[config.mk]
export PLATFORM = sky130hd
export DESIGN_NAME = dtp_top
export DESIGN_NICKNAME = d
export VERILOG_FILES = /design/src/pkg/dtp_pkg.sv /design/src/design/dtp_chan.sv /design/src/design/dtp_top.sv
export SDC_FILE = /design/constraint.sdc
export NUM_CORES = 1
export LEC_CHECK = 0
export BUFFER_PORTS_ARGS = -buffer_cell sky130_fd_sc_hd__buf_2
export CAP_MARGIN = 20
export CORE_ASPECT_RATIO = 1.25
export CORE_MARGIN = 3
export CORE_UTILIZATION = 60
export CTS_BUF_LIST = sky130_fd_sc_hd__clkbuf_16
export DETAILED_ROUTE_END_ITERATION = 8
export GPL_TIMING_DRIVEN = 0
export PLACE_DENSITY = 0.77
export SETUP_SLACK_MARGIN = 0.5
export SLEW_MARGIN = 20
export SYNTH_ARGS = -nofsm -noshare
export SYNTH_HDL_FRONTEND = slang
export SYNTH_SLANG_ARGS = --single-unit
[constraint.sdc]
create_clock -name clk -period 2.8 [get_ports clk]
set_input_delay 0.56 -clock clk [delete_from_list [all_inputs] [get_ports clk]]
set_output_delay 0.56 -clock clk [all_outputs]
set_load 0.01 [all_outputs]
[src/pkg/dtp_pkg.sv]
// dtp_pkg: register map, field positions, reset values and carrier types
// for the dual timer pwm block; shared by the top and the timer channel.
package dtp_pkg;
    localparam int DTP_CW = 16;
    // register indices on the plain port (byte offsets = 4 x index)
    localparam logic [4:0] DTP_A_CTL0_0 = 5'h00;
    localparam logic [4:0] DTP_A_CTL0_1 = 5'h01;
    localparam logic [4:0] DTP_A_MODE = 5'h02;
    localparam logic [4:0] DTP_A_CR_BASE0 = 5'h04;
    localparam logic [4:0] DTP_A_CR_BASE1 = 5'h08;
    localparam logic [4:0] DTP_A_STAT0 = 5'h0c;
    localparam logic [4:0] DTP_A_STAT1 = 5'h0d;
    localparam logic [4:0] DTP_A_MATCH = 5'h0e;
    // field positions
    localparam int DTP_B_RUN = 7;
    localparam int DTP_B_DUAL = 0;
    localparam int DTP_B_LVL0 = 1;
    localparam int DTP_B_LVL1 = 2;
    localparam int DTP_B_PRE_LO = 8;
    localparam int DTP_B_MODE_LO = 0;
    // reset values
    localparam logic [15:0] DTP_CR_RST = 16'hffff;
    localparam logic [15:0] DTP_CNT_RST = 16'h0000;
    localparam int DTP_PRE_W = 8;
    // write of the trigger register inside this many count ticks before the
    // match defers the update by one more cycle
    localparam int DTP_LATE_TICKS = 2;

    typedef enum logic [1:0] {
        DTP_M_ALONE = 2'b00,
        DTP_M_SSTART = 2'b01,
        DTP_M_SCLEAR = 2'b11
    } dtp_mode_t;

    typedef struct packed {
        logic [3:0][15:0] cr;
    } dtp_cr_set_t;

    typedef struct packed {
        logic dual;
        logic lvl0;
        logic lvl1;
        logic [DTP_PRE_W-1:0] pre;
    } dtp_cfg_t;

    typedef struct packed {
        logic [1:0] pwm;
        logic [15:0] cnt;
        logic match;
        logic pending;
    } dtp_stat_t;
endpackage : dtp_pkg
[src/design/dtp_chan.sv]
// dtp_chan: one 16-bit up counter with buffered compares and two pwm pins.
// assumes run, tick and trig_wr come from the top; sync modes are resolved
// there and arrive as ext_match / use_ext.
module dtp_chan
    import dtp_pkg::*;
(
    input wire logic clk, // system clock
    input wire logic reset_n, // async reset, active low
    input wire logic run, // counting allowed
    input wire logic tick, // count clock enable pulse
    input wire dtp_pkg::dtp_cfg_t cfg, // output config
    input wire dtp_pkg::dtp_cr_set_t cr_w, // compare values as written
    input wire logic trig_wr, // trigger register written
    input wire logic use_ext, // period comes from master
    input wire logic ext_match, // master cycle match
    output dtp_pkg::dtp_stat_t stat // state seen by the top
);
    typedef struct packed {
        logic [15:0] cnt;
        dtp_cr_set_t act;
        logic pending;
        logic [1:0] age;
        logic [1:0] pwm;
        logic match;
    } dtp_ch_st_t;

    dtp_ch_st_t s_q, s_d;
    logic [15:0] per;
    logic own_match, cyc;

    // toggle point: the next count reaches compare + 1, so the pin flips with it
    function automatic logic hit(input logic [15:0] c, input logic [15:0] v);
        return c == v;
    endfunction

    assign per = cfg.dual ? s_q.act.cr[3] : s_q.act.cr[1];
    // gated by run so a stopped timer with period 0 raises no match
    assign own_match = run && tick && s_q.cnt == per;
    assign cyc = use_ext ? ext_match : own_match;

    // next state
    always_comb begin
        s_d = s_q;
        s_d.match = 1'b0;
        if (!run) begin
            s_d.cnt = DTP_CNT_RST;
            s_d.pwm = {cfg.lvl1, cfg.lvl0};
            s_d.pending = 1'b0;
            // compares written before start are live from the first count
            s_d.act = cr_w;
        end else begin
            if (trig_wr) begin
                s_d.pending = 1'b1;
                s_d.age = 2'h0;
            end else if (s_q.pending && tick && s_q.age != 2'(DTP_LATE_TICKS + 1)) begin
                s_d.age = s_q.age + 2'h1;
            end
            if (tick) begin
                s_d.cnt = cyc ? DTP_CNT_RST : s_q.cnt + 16'h0001;
                s_d.match = cyc;
                // first pin on regs 0/1, second on 2/3, equal pair holds default
                if (s_q.act.cr[0] != s_q.act.cr[1] &&
                    (hit(s_q.cnt, s_q.act.cr[0]) || hit(s_q.cnt, s_q.act.cr[1]))) begin
                    s_d.pwm[0] = ~s_q.pwm[0];
                end
                if (cfg.dual && s_q.act.cr[2] != s_q.act.cr[3] &&
                    (hit(s_q.cnt, s_q.act.cr[2]) || hit(s_q.cnt, s_q.act.cr[3]))) begin
                    s_d.pwm[1] = ~s_q.pwm[1];
                end
                if (cyc) begin
                    // cycle restart: outputs back to default before next toggle
                    s_d.pwm = {cfg.lvl1, cfg.lvl0};
                    // late write (within two ticks) waits one more cycle
                    if (s_q.pending && s_q.age >= 2'(DTP_LATE_TICKS)) begin
                        s_d.act = cr_w;
                        s_d.pending = trig_wr;
                    end
                end
            end
        end
    end

    // state register
    always_ff @(posedge clk or negedge reset_n) begin
        if (!reset_n) begin
            s_q <= '{cnt: DTP_CNT_RST, act: {4{DTP_CR_RST}}, pending: 1'b0,
                     age: 2'h0, pwm: 2'h0, match: 1'b0};
        end else begin
            s_q <= s_d;
        end
    end

    // match is the wrap of this tick, so a slave can clear on the same edge
    assign stat = '{pwm: s_q.pwm, cnt: s_q.cnt, match: cyc, pending: s_q.pending};

    // count wraps exactly on its own period
    wrap_clear_a: assert property (@(posedge clk) disable iff (!reset_n)
        (run && !use_ext && own_match) |=> s_q.cnt == 16'h0000)
        else $error("counter not cleared on match");
    stop_clear_a: assert property (@(posedge clk) disable iff (!reset_n)
        !run |=> s_q.cnt == 16'h0000 && s_q.pwm == $past({cfg.lvl1, cfg.lvl0}))
        else $error("stopped channel not at rest");
    equal_fixed_a: assert property (@(posedge clk) disable iff (!reset_n)
        (run && s_q.act.cr[0] == s_q.act.cr[1] && !s_q.match && $stable(s_q.act))
        |=> $stable(s_q.pwm[0]) || s_q.match)
        else $error("equal compares toggled output");
    load_on_match_a: assert property (@(posedge clk) disable iff (!reset_n)
        ($past(run) && !$stable(s_q.act)) |-> s_q.match && $past(s_q.pending))
        else $error("compare set changed outside match");
    toggle_point_a: assert property (@(posedge clk) disable iff (!reset_n)
        (run && tick && !cyc && hit(s_q.cnt, s_q.act.cr[0])
         && s_q.act.cr[0] != s_q.act.cr[1]) |=> s_q.pwm[0] != $past(s_q.pwm[0]))
        else $error("first pin missed toggle");
    cover_update_c: cover property (@(posedge clk) disable iff (!reset_n)
        s_q.pending ##[1:300] !$stable(s_q.act));
endmodule // dtp_chan

[src/design/dtp_top.sv]
// Behaviour
// - single mode loads toggle and period, bit 7 of control zero starts first pin
// - single period is period register plus one count clocks
// - outputs invert when counter reaches compare plus one
// - new compares apply at first match, one later if written within two ticks
// - latest written compare values apply at the update
// - equal compare pair holds output at its default level
// - dual mode, pin one on regs 0/1, pin two on 2/3, reg 3 period
// - dual period is register 3 plus one count clocks
// - sync start, master mode bit 7 starts and stops both timers
// - sync clear, all outputs share one cycle run by master bit 7
// - sync clear period is master period register plus one
// - sync clear dual slave second pin uses slave regs 2 and 3
// - sync clear master period write last triggers update at master match
// - counter matching period clears to zero and raises cycle match
// - clearing count enable stops and clears the counter
//
// dtp_top: two pwm timers, master and slave, behind a plain register port.
// assumes a single 200 MHz clock; reads return data the cycle after strobe.
module dtp_top
    import dtp_pkg::*;
#(
    parameter int PRE_W = DTP_PRE_W // count clock prescaler width
) (
    input wire logic clk, // 200 MHz clock
    input wire logic reset_n, // async reset, active low
    input wire logic [4:0] reg_addr, // register index
    input wire logic [15:0] reg_wdata, // write data
    input wire logic reg_wr, // write strobe
    input wire logic reg_rd, // read strobe
    output logic [15:0] reg_rdata, // read data, one cycle later
    output logic [1:0] pwm_out_first, // first pin of master, slave
    output logic [1:0] pwm_out_second, // second pin of master, slave
    output logic [1:0] cycle_match_irq // cycle match pulse per timer
);
    // refuse any prescaler width other than the package DTP_PRE_W
    if (PRE_W != DTP_PRE_W) begin : gen_bad_pre
        $error("prescaler width must match package");
    end

    typedef struct packed {
        logic [1:0][15:0] ctl0;
        logic [15:0] mode;
        logic [1:0][3:0][15:0] cr;
        logic [1:0][DTP_PRE_W-1:0] div;
        logic [15:0] rdata;
        logic [1:0] p1, p2, irq;
    } dtp_top_st_t;

    dtp_top_st_t s_q, s_d;
    dtp_stat_t [1:0] st;
    logic [1:0] run, tick, trig, ext;
    dtp_mode_t md;
    logic sync_en;

    // index of a compare write, or 3'h7 when none
    function automatic logic [2:0] cr_sel(input logic [4:0] a, input logic [4:0] b);
        return (a >= b && a < b + 5'h04) ? {1'b0, 2'(a - b)} : 3'h7;
    endfunction

    assign md = dtp_mode_t'(s_q.mode[DTP_B_MODE_LO +: 2]);
    assign sync_en = s_q.mode[DTP_B_RUN];

    // run and trigger decode per timer
    always_comb begin
        for (int i = 0; i < 2; i++) begin
            run[i] = (md == DTP_M_ALONE) ? s_q.ctl0[i][DTP_B_RUN] : sync_en;
            tick[i] = s_q.div[i] == s_q.ctl0[i][DTP_B_PRE_LO +: DTP_PRE_W];
        end
        // sync clear shares the master count clock so both stay aligned
        if (md == DTP_M_SCLEAR) tick[1] = tick[0];
        // single mode triggers on reg 1, dual on reg 3
        trig[0] = reg_wr && cr_sel(reg_addr, DTP_A_CR_BASE0)
                  == (s_q.ctl0[0][DTP_B_DUAL] ? 3'h3 : 3'h1);
        trig[1] = reg_wr && cr_sel(reg_addr, DTP_A_CR_BASE1)
                  == (s_q.ctl0[1][DTP_B_DUAL] ? 3'h3 : 3'h1);
        // sync clear: master period reg write triggers both
        if (md == DTP_M_SCLEAR) trig[1] = trig[0];
        ext[0] = 1'b0;
        ext[1] = md == DTP_M_SCLEAR;
    end

    genvar g;
    generate
        for (g = 0; g < 2; g++) begin : gen_ch
            dtp_cfg_t cfg;
            assign cfg = '{dual: s_q.ctl0[g][DTP_B_DUAL], lvl0: s_q.ctl0[g][DTP_B_LVL0],
                           lvl1: s_q.ctl0[g][DTP_B_LVL1], pre: '0};
            dtp_chan u_ch (
                .clk(clk),
                .reset_n(reset_n),
                .run(run[g]),
                .tick(tick[g]),
                .cfg(cfg),
                .cr_w('{cr: s_q.cr[g]}),
                .trig_wr(trig[g]),
                .use_ext(ext[g]),
                // master never follows an outside match; avoids a loop on itself
                .ext_match(g == 0 ? 1'b0 : st[0].match),
                .stat(st[g])
            );
        end
    endgenerate

    // register writes, reads, prescalers and output staging
    always_comb begin
        logic [2:0] k0, k1;
        s_d = s_q;
        k0 = cr_sel(reg_addr, DTP_A_CR_BASE0);
        k1 = cr_sel(reg_addr, DTP_A_CR_BASE1);
        for (int i = 0; i < 2; i++) begin
            s_d.div[i] = (!run[i] || tick[i]) ? '0 : s_q.div[i] + 1'b1;
        end
        if (reg_wr) begin
            if (reg_addr == DTP_A_CTL0_0) s_d.ctl0[0] = reg_wdata;
            if (reg_addr == DTP_A_CTL0_1) s_d.ctl0[1] = reg_wdata;
            if (reg_addr == DTP_A_MODE) s_d.mode = reg_wdata;
            if (k0 != 3'h7) s_d.cr[0][k0[1:0]] = reg_wdata;
            if (k1 != 3'h7) s_d.cr[1][k1[1:0]] = reg_wdata;
        end
        s_d.rdata = 16'h0000;
        if (reg_rd) begin
            unique case (1'b1)
                reg_addr == DTP_A_CTL0_0: s_d.rdata = s_q.ctl0[0];
                reg_addr == DTP_A_CTL0_1: s_d.rdata = s_q.ctl0[1];
                reg_addr == DTP_A_MODE: s_d.rdata = s_q.mode;
                k0 != 3'h7: s_d.rdata = s_q.cr[0][k0[1:0]];
                k1 != 3'h7: s_d.rdata = s_q.cr[1][k1[1:0]];
                reg_addr == DTP_A_STAT0: s_d.rdata = st[0].cnt;
                reg_addr == DTP_A_STAT1: s_d.rdata = st[1].cnt;
                reg_addr == DTP_A_MATCH: s_d.rdata = {10'h000, st[1].pending,
                    st[0].pending, st[1].pwm, st[0].pwm};
                default: s_d.rdata = 16'h0000; // unmapped reads zero
            endcase
        end
        s_d.p1 = {st[1].pwm[0], st[0].pwm[0]};
        // second pin only meaningful in dual mode; otherwise held at default
        s_d.p2 = {st[1].pwm[1], st[0].pwm[1]};
        s_d.irq = {st[1].match, st[0].match};
    end

    // state register
    always_ff @(posedge clk or negedge reset_n) begin
        if (!reset_n) begin
            s_q <= '{ctl0: '0, mode: 16'h0000, cr: {8{DTP_CR_RST}}, div: '0,
                     rdata: 16'h0000, p1: 2'h0, p2: 2'h0, irq: 2'h0};
        end else begin
            s_q <= s_d;
        end
    end

    assign reg_rdata = s_q.rdata;
    assign pwm_out_first = s_q.p1;
    assign pwm_out_second = s_q.p2;
    assign cycle_match_irq = s_q.irq;

    // sync modes start and stop both timers together
    sync_run_a: assert property (@(posedge clk) disable iff (!reset_n)
        md != DTP_M_ALONE |-> run[0] == run[1])
        else $error("timers not started together");
    shared_cycle_a: assert property (@(posedge clk) disable iff (!reset_n)
        (md == DTP_M_SCLEAR && $stable(md)) |-> st[1].match == st[0].match)
        else $error("slave cycle not on master match");
    irq_pulse_a: assert property (@(posedge clk) disable iff (!reset_n)
        st[0].match |=> cycle_match_irq[0])
        else $error("match not reported");
    read_latency_a: assert property (@(posedge clk) disable iff (!reset_n)
        (reg_rd && reg_addr == DTP_A_MODE) |=> reg_rdata == $past(s_q.mode))
        else $error("read data wrong");
    cover_single_c: cover property (@(posedge clk) disable iff (!reset_n)
        md == DTP_M_ALONE && pwm_out_first[0] ##[1:300] !pwm_out_first[0]);
    cover_sclear_c: cover property (@(posedge clk) disable iff (!reset_n)
        md == DTP_M_SCLEAR && cycle_match_irq[0]);
    cover_dual_c: cover property (@(posedge clk) disable iff (!reset_n)
        s_q.ctl0[0][DTP_B_DUAL] && $rose(pwm_out_second[0]));
endmodule // dtp_top

==> out/qor.yml, run 1 <==
setup_path:
  critPathKind: "register to register"
  worst_ep_arrival_time_ps: 3320
  cp_max_fo: 7
  cp-start-kind: "register"
  setup.worst_path.end_class: "register"
  crit_required_ps: 3270
pwr:
  peakVddDrop_mv: 0.764
  power.density_nw_per_um2: 867
  p_leak_nw: 10.7
floorplan:
  num_rows: 73
  start_util_pct: 61.4
  dieWidth_um: 168
  die_y_um: 209
  core-area_um2: 32100
  die_area_um2: 35000
  num_io_pins: 47
global_routing:
  grt-ovfl-total: 0
  grt_start_max_net_pins: 103
  grt_pass1_wl_mm: 89.2
  grt_usage_pct: 33.7
  grt_antenna_before_repair: 0
  first_global_vias: 14600
sta:
  setup_tns_ps: -849
  maxSlewViolCount: 0
  skew_ps: 16.5
  setup_ws_ps: -49.0
  finalSetupViolations: 33
  grt_setup_unrepaired: "yes"
  period_needed_ps: 2850
  holdWs_ps: -6.80
  relSlewSlack_pct: 39.9
  tightestPinTransition_ps: 901
  finalCritPeriodShare_pct: 102
  hold_viol: 6
  max_freq_ghz: 0.351
clock_tree:
  cts_hold_buf: 0
  cts.htree.levels: 2
  numCtsBuffers: 40
  clockBufferDepth: 3
  clk_latency_ps: 550
  cts_tree: "yes"
  clk_pin_slew_ps: 60
  cts-root-buf: "clkbuf_16"
  numClockSinks: 384
synth:
  synthAdderAreaFrac_pct: 0.508
  async_flop_share_pct: 100
  syn_nets: 1573
  yosys_register_bits: 384
  muxShareOfSynthArea_pct: 22.6
  ys_seq_area_share_pct: 50.4
  synth_xor_area_share_pct: 10.6
  synth_area_um2: 19700
  synth_cell_type_count: 56
  synthDominantCellAreaShare_pct: 34.2
  synth_area_leaders: "dfstp_2 34%, dfrtp_1 16%, mux2_2 14%"
  yosys.area.top_type: "dfstp_2"
  yosys_warnings: 0
  yosys.area_share.simple_pct: 6.77
  synth_edf_count: 0
  synthCells: 1540
  synth_top_family_by_area: "multiplexers"
  synth_compound_area_share_pct: 5.34
  avgSynthCellArea_um2: 12.8
  ys.flop_type: "dfstp_2"
layout:
  drive_above_1_share_pct: 55.7
  area_growth_pct: 24.0
  nets: 1751
  fillCellCount: 1862
detailed_routing:
  dr.pass1.iters: 7
  route.detailed.vias_per_inst: 6.58
  wire_per_inst_um: 28.5
  drcViolationCount: 0
  drt-initial-drc-count: 1297
  vias: 14200
  drt.antenna.violating_nets: 0
  drt_wl_total_mm: 61.5
status:
  status: "finished, violations left"
  violations: "hold timing, setup timing"
min_path:
  hold_class: "input pin to async pin"
placed_design:
  place.gp.congestion: 1.03
  io_buffers: 41
  dp_slack_ps: -551
  dp_hpwl_mm: 41.6
job:
  maxCapViolCount: 0
==> final timing paths <==
path                                           to  slack [ps]  depth (start not counted)                     from
setup / recovery           gen_ch[0].u_ch.s_q[48]         -50                         13  gen_ch[0].u_ch.stat[12]
hold reg to reg                          s_q[186]         510                          1                 s_q[186]
hold / removal                  pwm_out_second[1]          -7                          1                  reset_n
setup reg to reg           gen_ch[0].u_ch.s_q[48]         -50                         13  gen_ch[0].u_ch.stat[12]
max in group asynchronous                 s_q[22]        1400                          3                  reset_n
min in group clk                         s_q[147]         250                          2            reg_wdata[13]
==> stage by stage <==
| step | hold slack (ps) | cells | total power, mW | utilization (%) | area [um2] |
|---|---|---|---|---|---|
| 2_1_floorplan | 264 | 1540 | 12.5 | - | 20300 |
| 3_3_place_gp | 478 | 1993 | 14.1 | 65.5 | 21000 |
| 3_5_place_dp | 487 | 1998 | 14.3 | 65.9 | 21100 |
| 4_1_cts | 37.7 | 2130 | 20.6 | 73.7 | 23600 |
| 5_1_grt | 69.8 | 2162 | 21.8 | 76.1 | 24400 |
| 6_report | -6.80 | 2163 | 21.2 | 76.1 | 24400 |
==> cells in the final DEF, fill, tap and decap left out, drive strengths merged, types with 36 or more instances in the layout <==
master    n
a31oi    41
buf     187
clkbuf  123
dfrtp   128
dfstp   256
mux2    311
nand2    38
nand3    36
nor2     41
nor4     39
xnor2    86
xor2    153
==> final cells by class <==
| cell class | count | area, um2 | share of cell area, % |
|---|---|---|---|
| Sequential cell | 384 | 9930 | 40.7 |
| Clock inverter | 31 | 259 | 1.06 |
| Timing Repair Buffer | 136 | 1420 | 5.83 |
| Clock buffer | 43 | 1080 | 4.41 |
| Multi-Input combinational cell | 1007 | 10100 | 41.4 |
| Inverter | 18 | 67.6 | 0.277 |
| Antenna cell | 1 | 2.50 | 0.0103 |
| Tap cell | 412 | 515 | 2.11 |
| Buffer | 131 | 1020 | 4.17 |
==> power breakdown <==
part	switching, mW	internal [mW]
Sequential	1.68	7.56
Combinational	2.85	3.68
Clock	2.25	3.15
Total	6.78	14.4
==> Yosys cell counts, drive strengths merged (3+ instances only) <==
library cell	count
dfrtp	128
o2bb2ai	3
ha	8
inv	18
nor3b	4
dfstp	256
and3	14
and2	4
nand2	38
mux2	311
or3	3
xnor2	86
a21oi	16
clkbuf	78
xor2	153
buf	53
nand3	36
o21ai	21
o211ai	3
o21a	7
mux4	32
mux2i	23
nor4	39
nand4	34
or3b	5
a222oi	10
a22oi	33
nor3	12
a31oi	41
nand3b	6
nor2	41
==> routing by layer <==
metal / wire [um] / global-route usage, % / vias up
li1: - / - / 5921
met1: 21500 / 38.7 / 7295
met2: 31500 / 59.5 / 733
met3: 4030 / 5.28 / 279
met4: 4530 / 19.6 / 0
met5: 0 / 0 / -
==> worst max-delay path, cell delays in order, from the launching register on <==
cell	delay [ps]
dfrtp_1	400
buf_6	150
xor2_2	150
nor4_2	290
nand4_1	160
buf_6	160
buf_6	120
mux2i_4	200
nand3_4	130
o21ai_4	250
buf_8	200
buf_6	140
buf_16	120
mux2_4	300
==> cell families after synthesis <==
group / Yosys count
simple gates: 243
xor+xnor: 239
flops: 384
mux: 366
buf+inv: 149
compound gates: 151
fa+ha+maj: 8
==> repair_timing <==
action / CTS / global route
buffers inserted: 49 / 26
gates cloned: 9 / 6
pin swaps: 19 / 24
gates resized for setup: 142 / 102
setup endpoints to repair: 255 / 238
==> sequential cells by signal (all words and copies together) (netlist names) <==
| name | cells |
|---|---|
| gen_ch.cfg | 6 |
| md | 2 |
| s_q | 184 |
| cycle_match_irq | 2 |
| gen_ch.u_ch.stat | 38 |
| pwm_out_second | 2 |
| pwm_out_first | 2 |
| reg_rdata | 16 |
| gen_ch.u_ch.s_q | 132 |
(Power assumes the default switching activity.)
==> inputs of run 2 (changes only) <==
--- a/config.mk
+++ b/config.mk
@@ -9,11 +9,11 @@
 export CAP_MARGIN = 20
 export CORE_ASPECT_RATIO = 1.25
 export CORE_MARGIN = 3
-export CORE_UTILIZATION = 60
+export CORE_UTILIZATION = 54
 export CTS_BUF_LIST = sky130_fd_sc_hd__clkbuf_16
 export DETAILED_ROUTE_END_ITERATION = 8
 export GPL_TIMING_DRIVEN = 0
-export PLACE_DENSITY = 0.77
+export PLACE_DENSITY = 0.7
 export SETUP_SLACK_MARGIN = 0.5
 export SLEW_MARGIN = 20
 export SYNTH_ARGS = -nofsm -noshare
==> out/qor.yml, run 2 (same netlist as run 1, synthesis figures left out) <==
clock_tree:
  numCtsBuffers: 41
  clk_pin_slew_ps: 60
  cts.htree.levels: 2
  clk_latency_ps: 560
  cts-root-buf: "clkbuf_16"
  clockBufferDepth: 3
  cts_tree: "yes"
  numClockSinks: 384
layout:
  multiInputGateArea_um2: 9910
  mostFrequentLayoutCells: "256 x dfstp_2, 192 x mux2_2, 146 x xor2_1"
  ff_latch_area_um2: 9930
  area_growth_pct: 21.6
  stdcell_area_um2: 23900
  nets: 1741
  largest_register_ff_count: 184
  drive_above_1_share_pct: 53.5
  antenna_cells: 0
  final_common_cell: "dfstp_2"
  fillCellCount: 2596
  regMostFlops: "s_q"
sta:
  finalSetupViolations: 123
  max_freq_ghz: 0.348
  finalCritPeriodShare_pct: 103
  grt_setup_unrepaired: "yes"
  maxSlewViolCount: 0
  skew_ps: 31.0
  holdWs_ps: 259
  setup_ws_ps: -71.5
  tightestPinTransition_ps: 953
  relSlewSlack_pct: 36.4
  hold_viol: 0
  period_needed_ps: 2870
  setup_tns_ps: -4380
floorplan:
  dieWidth_um: 177
  num_rows: 77
  die_area_um2: 38800
  core-area_um2: 35600
  start_util_pct: 55.2
  num_io_pins: 47
  die_y_um: 220
setup_path:
  worst_ep_arrival_time_ps: 3340
  critPathKind: "register to register"
  setup.worst_path.end_class: "register"
  cp-start-kind: "register"
  cp_max_fo: 5
  crit_required_ps: 3270
  reg2reg_depth: 12
detailed_routing:
  drt_wl_total_mm: 60.6
  drt.antenna.violating_nets: 0
  wire_per_inst_um: 27.4
  route.detailed.vias_per_inst: 6.15
  drt-initial-drc-count: 1096
  drcViolationCount: 0
  vias: 13600
  dr.pass1.iters: 9
global_routing:
  grt_antenna_before_repair: 0
  first_global_vias: 14200
  grt_start_max_net_pins: 100
  grt_usage_pct: 30.4
  grt-ovfl-total: 0
  grt_pass1_wl_mm: 87.7
min_path:
  min_path_cells: 2
  hold_class: "input pin to register"
pwr:
  p_total_mw: 20.4
  peakVddDrop_mv: 0.635
  p_leak_nw: 10.5
  power.density_nw_per_um2: 854
placed_design:
  placed_area_um2: 21200
  io_buffers: 41
  dp_hpwl_mm: 42.9
  place.gp.congestion: 0.999
job:
  maxCapViolCount: 0
status:
  status: "finished, violations left"
  violations: "setup timing"
[run 2: cell count changes in the layout (fill, tap and decap cells not counted), sizes merged]
| cell | delta |
|---|---|
| buf | -17 |
| bufinv | -3 |
| clkbuf | +6 |
| clkinv | -10 |
| clkinvlp | +2 |
| diode | -1 |
| dlygate4sd3 | +1 |
| inv | +9 |
[run 2: worst max-delay path: stages, from the launching register on]
cell	delay [ps]
dfrtp_1	380
buf_6	140
xor2_4	200
nor4_4	300
nand4_1	170
buf_6	170
buf_4	130
mux2i_4	200
nand3_4	120
o21ai_4	290
clkbuf_16	220
buf_12	140
mux2_4	300
[run 2: power by group]
group          total, mW  leakage, nW  switching [mW]  internal [mW]
clock network       5.22        0.647            2.29           2.93
registers           9.21         4.39            1.66           7.56
logic               6.02         5.47            2.65           3.37
[run 2: cell type report]
cell class	count	area share, %
Buffer	131	4.05
Clock buffer	44	4.60
Clock inverter	29	0.737
Inverter	18	0.282
Multi-Input combinational cell	1007	41.4
Sequential cell	384	41.5
Tap cell	474	2.48
Timing Repair Buffer	125	5.01
[run 2: routing by layer]
metal  track usage (%)  vias up  wire length [um]
met4              15.9        0              3480
met5                 0        -                 0
met2              54.6      487             31700
met3              4.76      177              3020
met1              35.0     7068             22300
li1                  -     5882                 -
[run 2: worst paths after layout]
kind	slack (ps)	from	to
max	-70	gen_ch[0].u_ch.stat[3]	gen_ch[0].u_ch.s_q[47]
min	260	reg_wdata[8]	s_q[142]
max reg2reg	-70	gen_ch[0].u_ch.stat[3]	gen_ch[0].u_ch.s_q[47]
min reg2reg	500	gen_ch[0].u_ch.stat[18]	pwm_out_first[0]
max in group asynchronous	1040	reset_n	gen_ch[0].u_ch.s_q[64]
min in group asynchronous	540	reset_n	s_q[171]
[run 2: timing repair]
action                                  in CTS  in global routing
hold endpoints to repair                     6                  0
hold buffers                                 1                  0
cloned                                       1                 12
pin swaps                                   12                 23
setup buffers                               20                 43
endpoints found under the setup margin     236                262
gates resized for setup                     48                142
[run 2: through the flow]
| step | instances | utilization, % | setup WS [ps] |
|---|---|---|---|
| 4_1_cts | 2157 | 64.3 | 47.1 |
| 2_1_floorplan | 1540 | - | 259 |
| 3_3_place_gp | 2055 | 59.1 | -6020 |
| 6_report | 2212 | 67.2 | -71.5 |
| 5_1_grt | 2212 | 67.2 | -157 |
| 3_5_place_dp | 2062 | 59.6 | -611 |
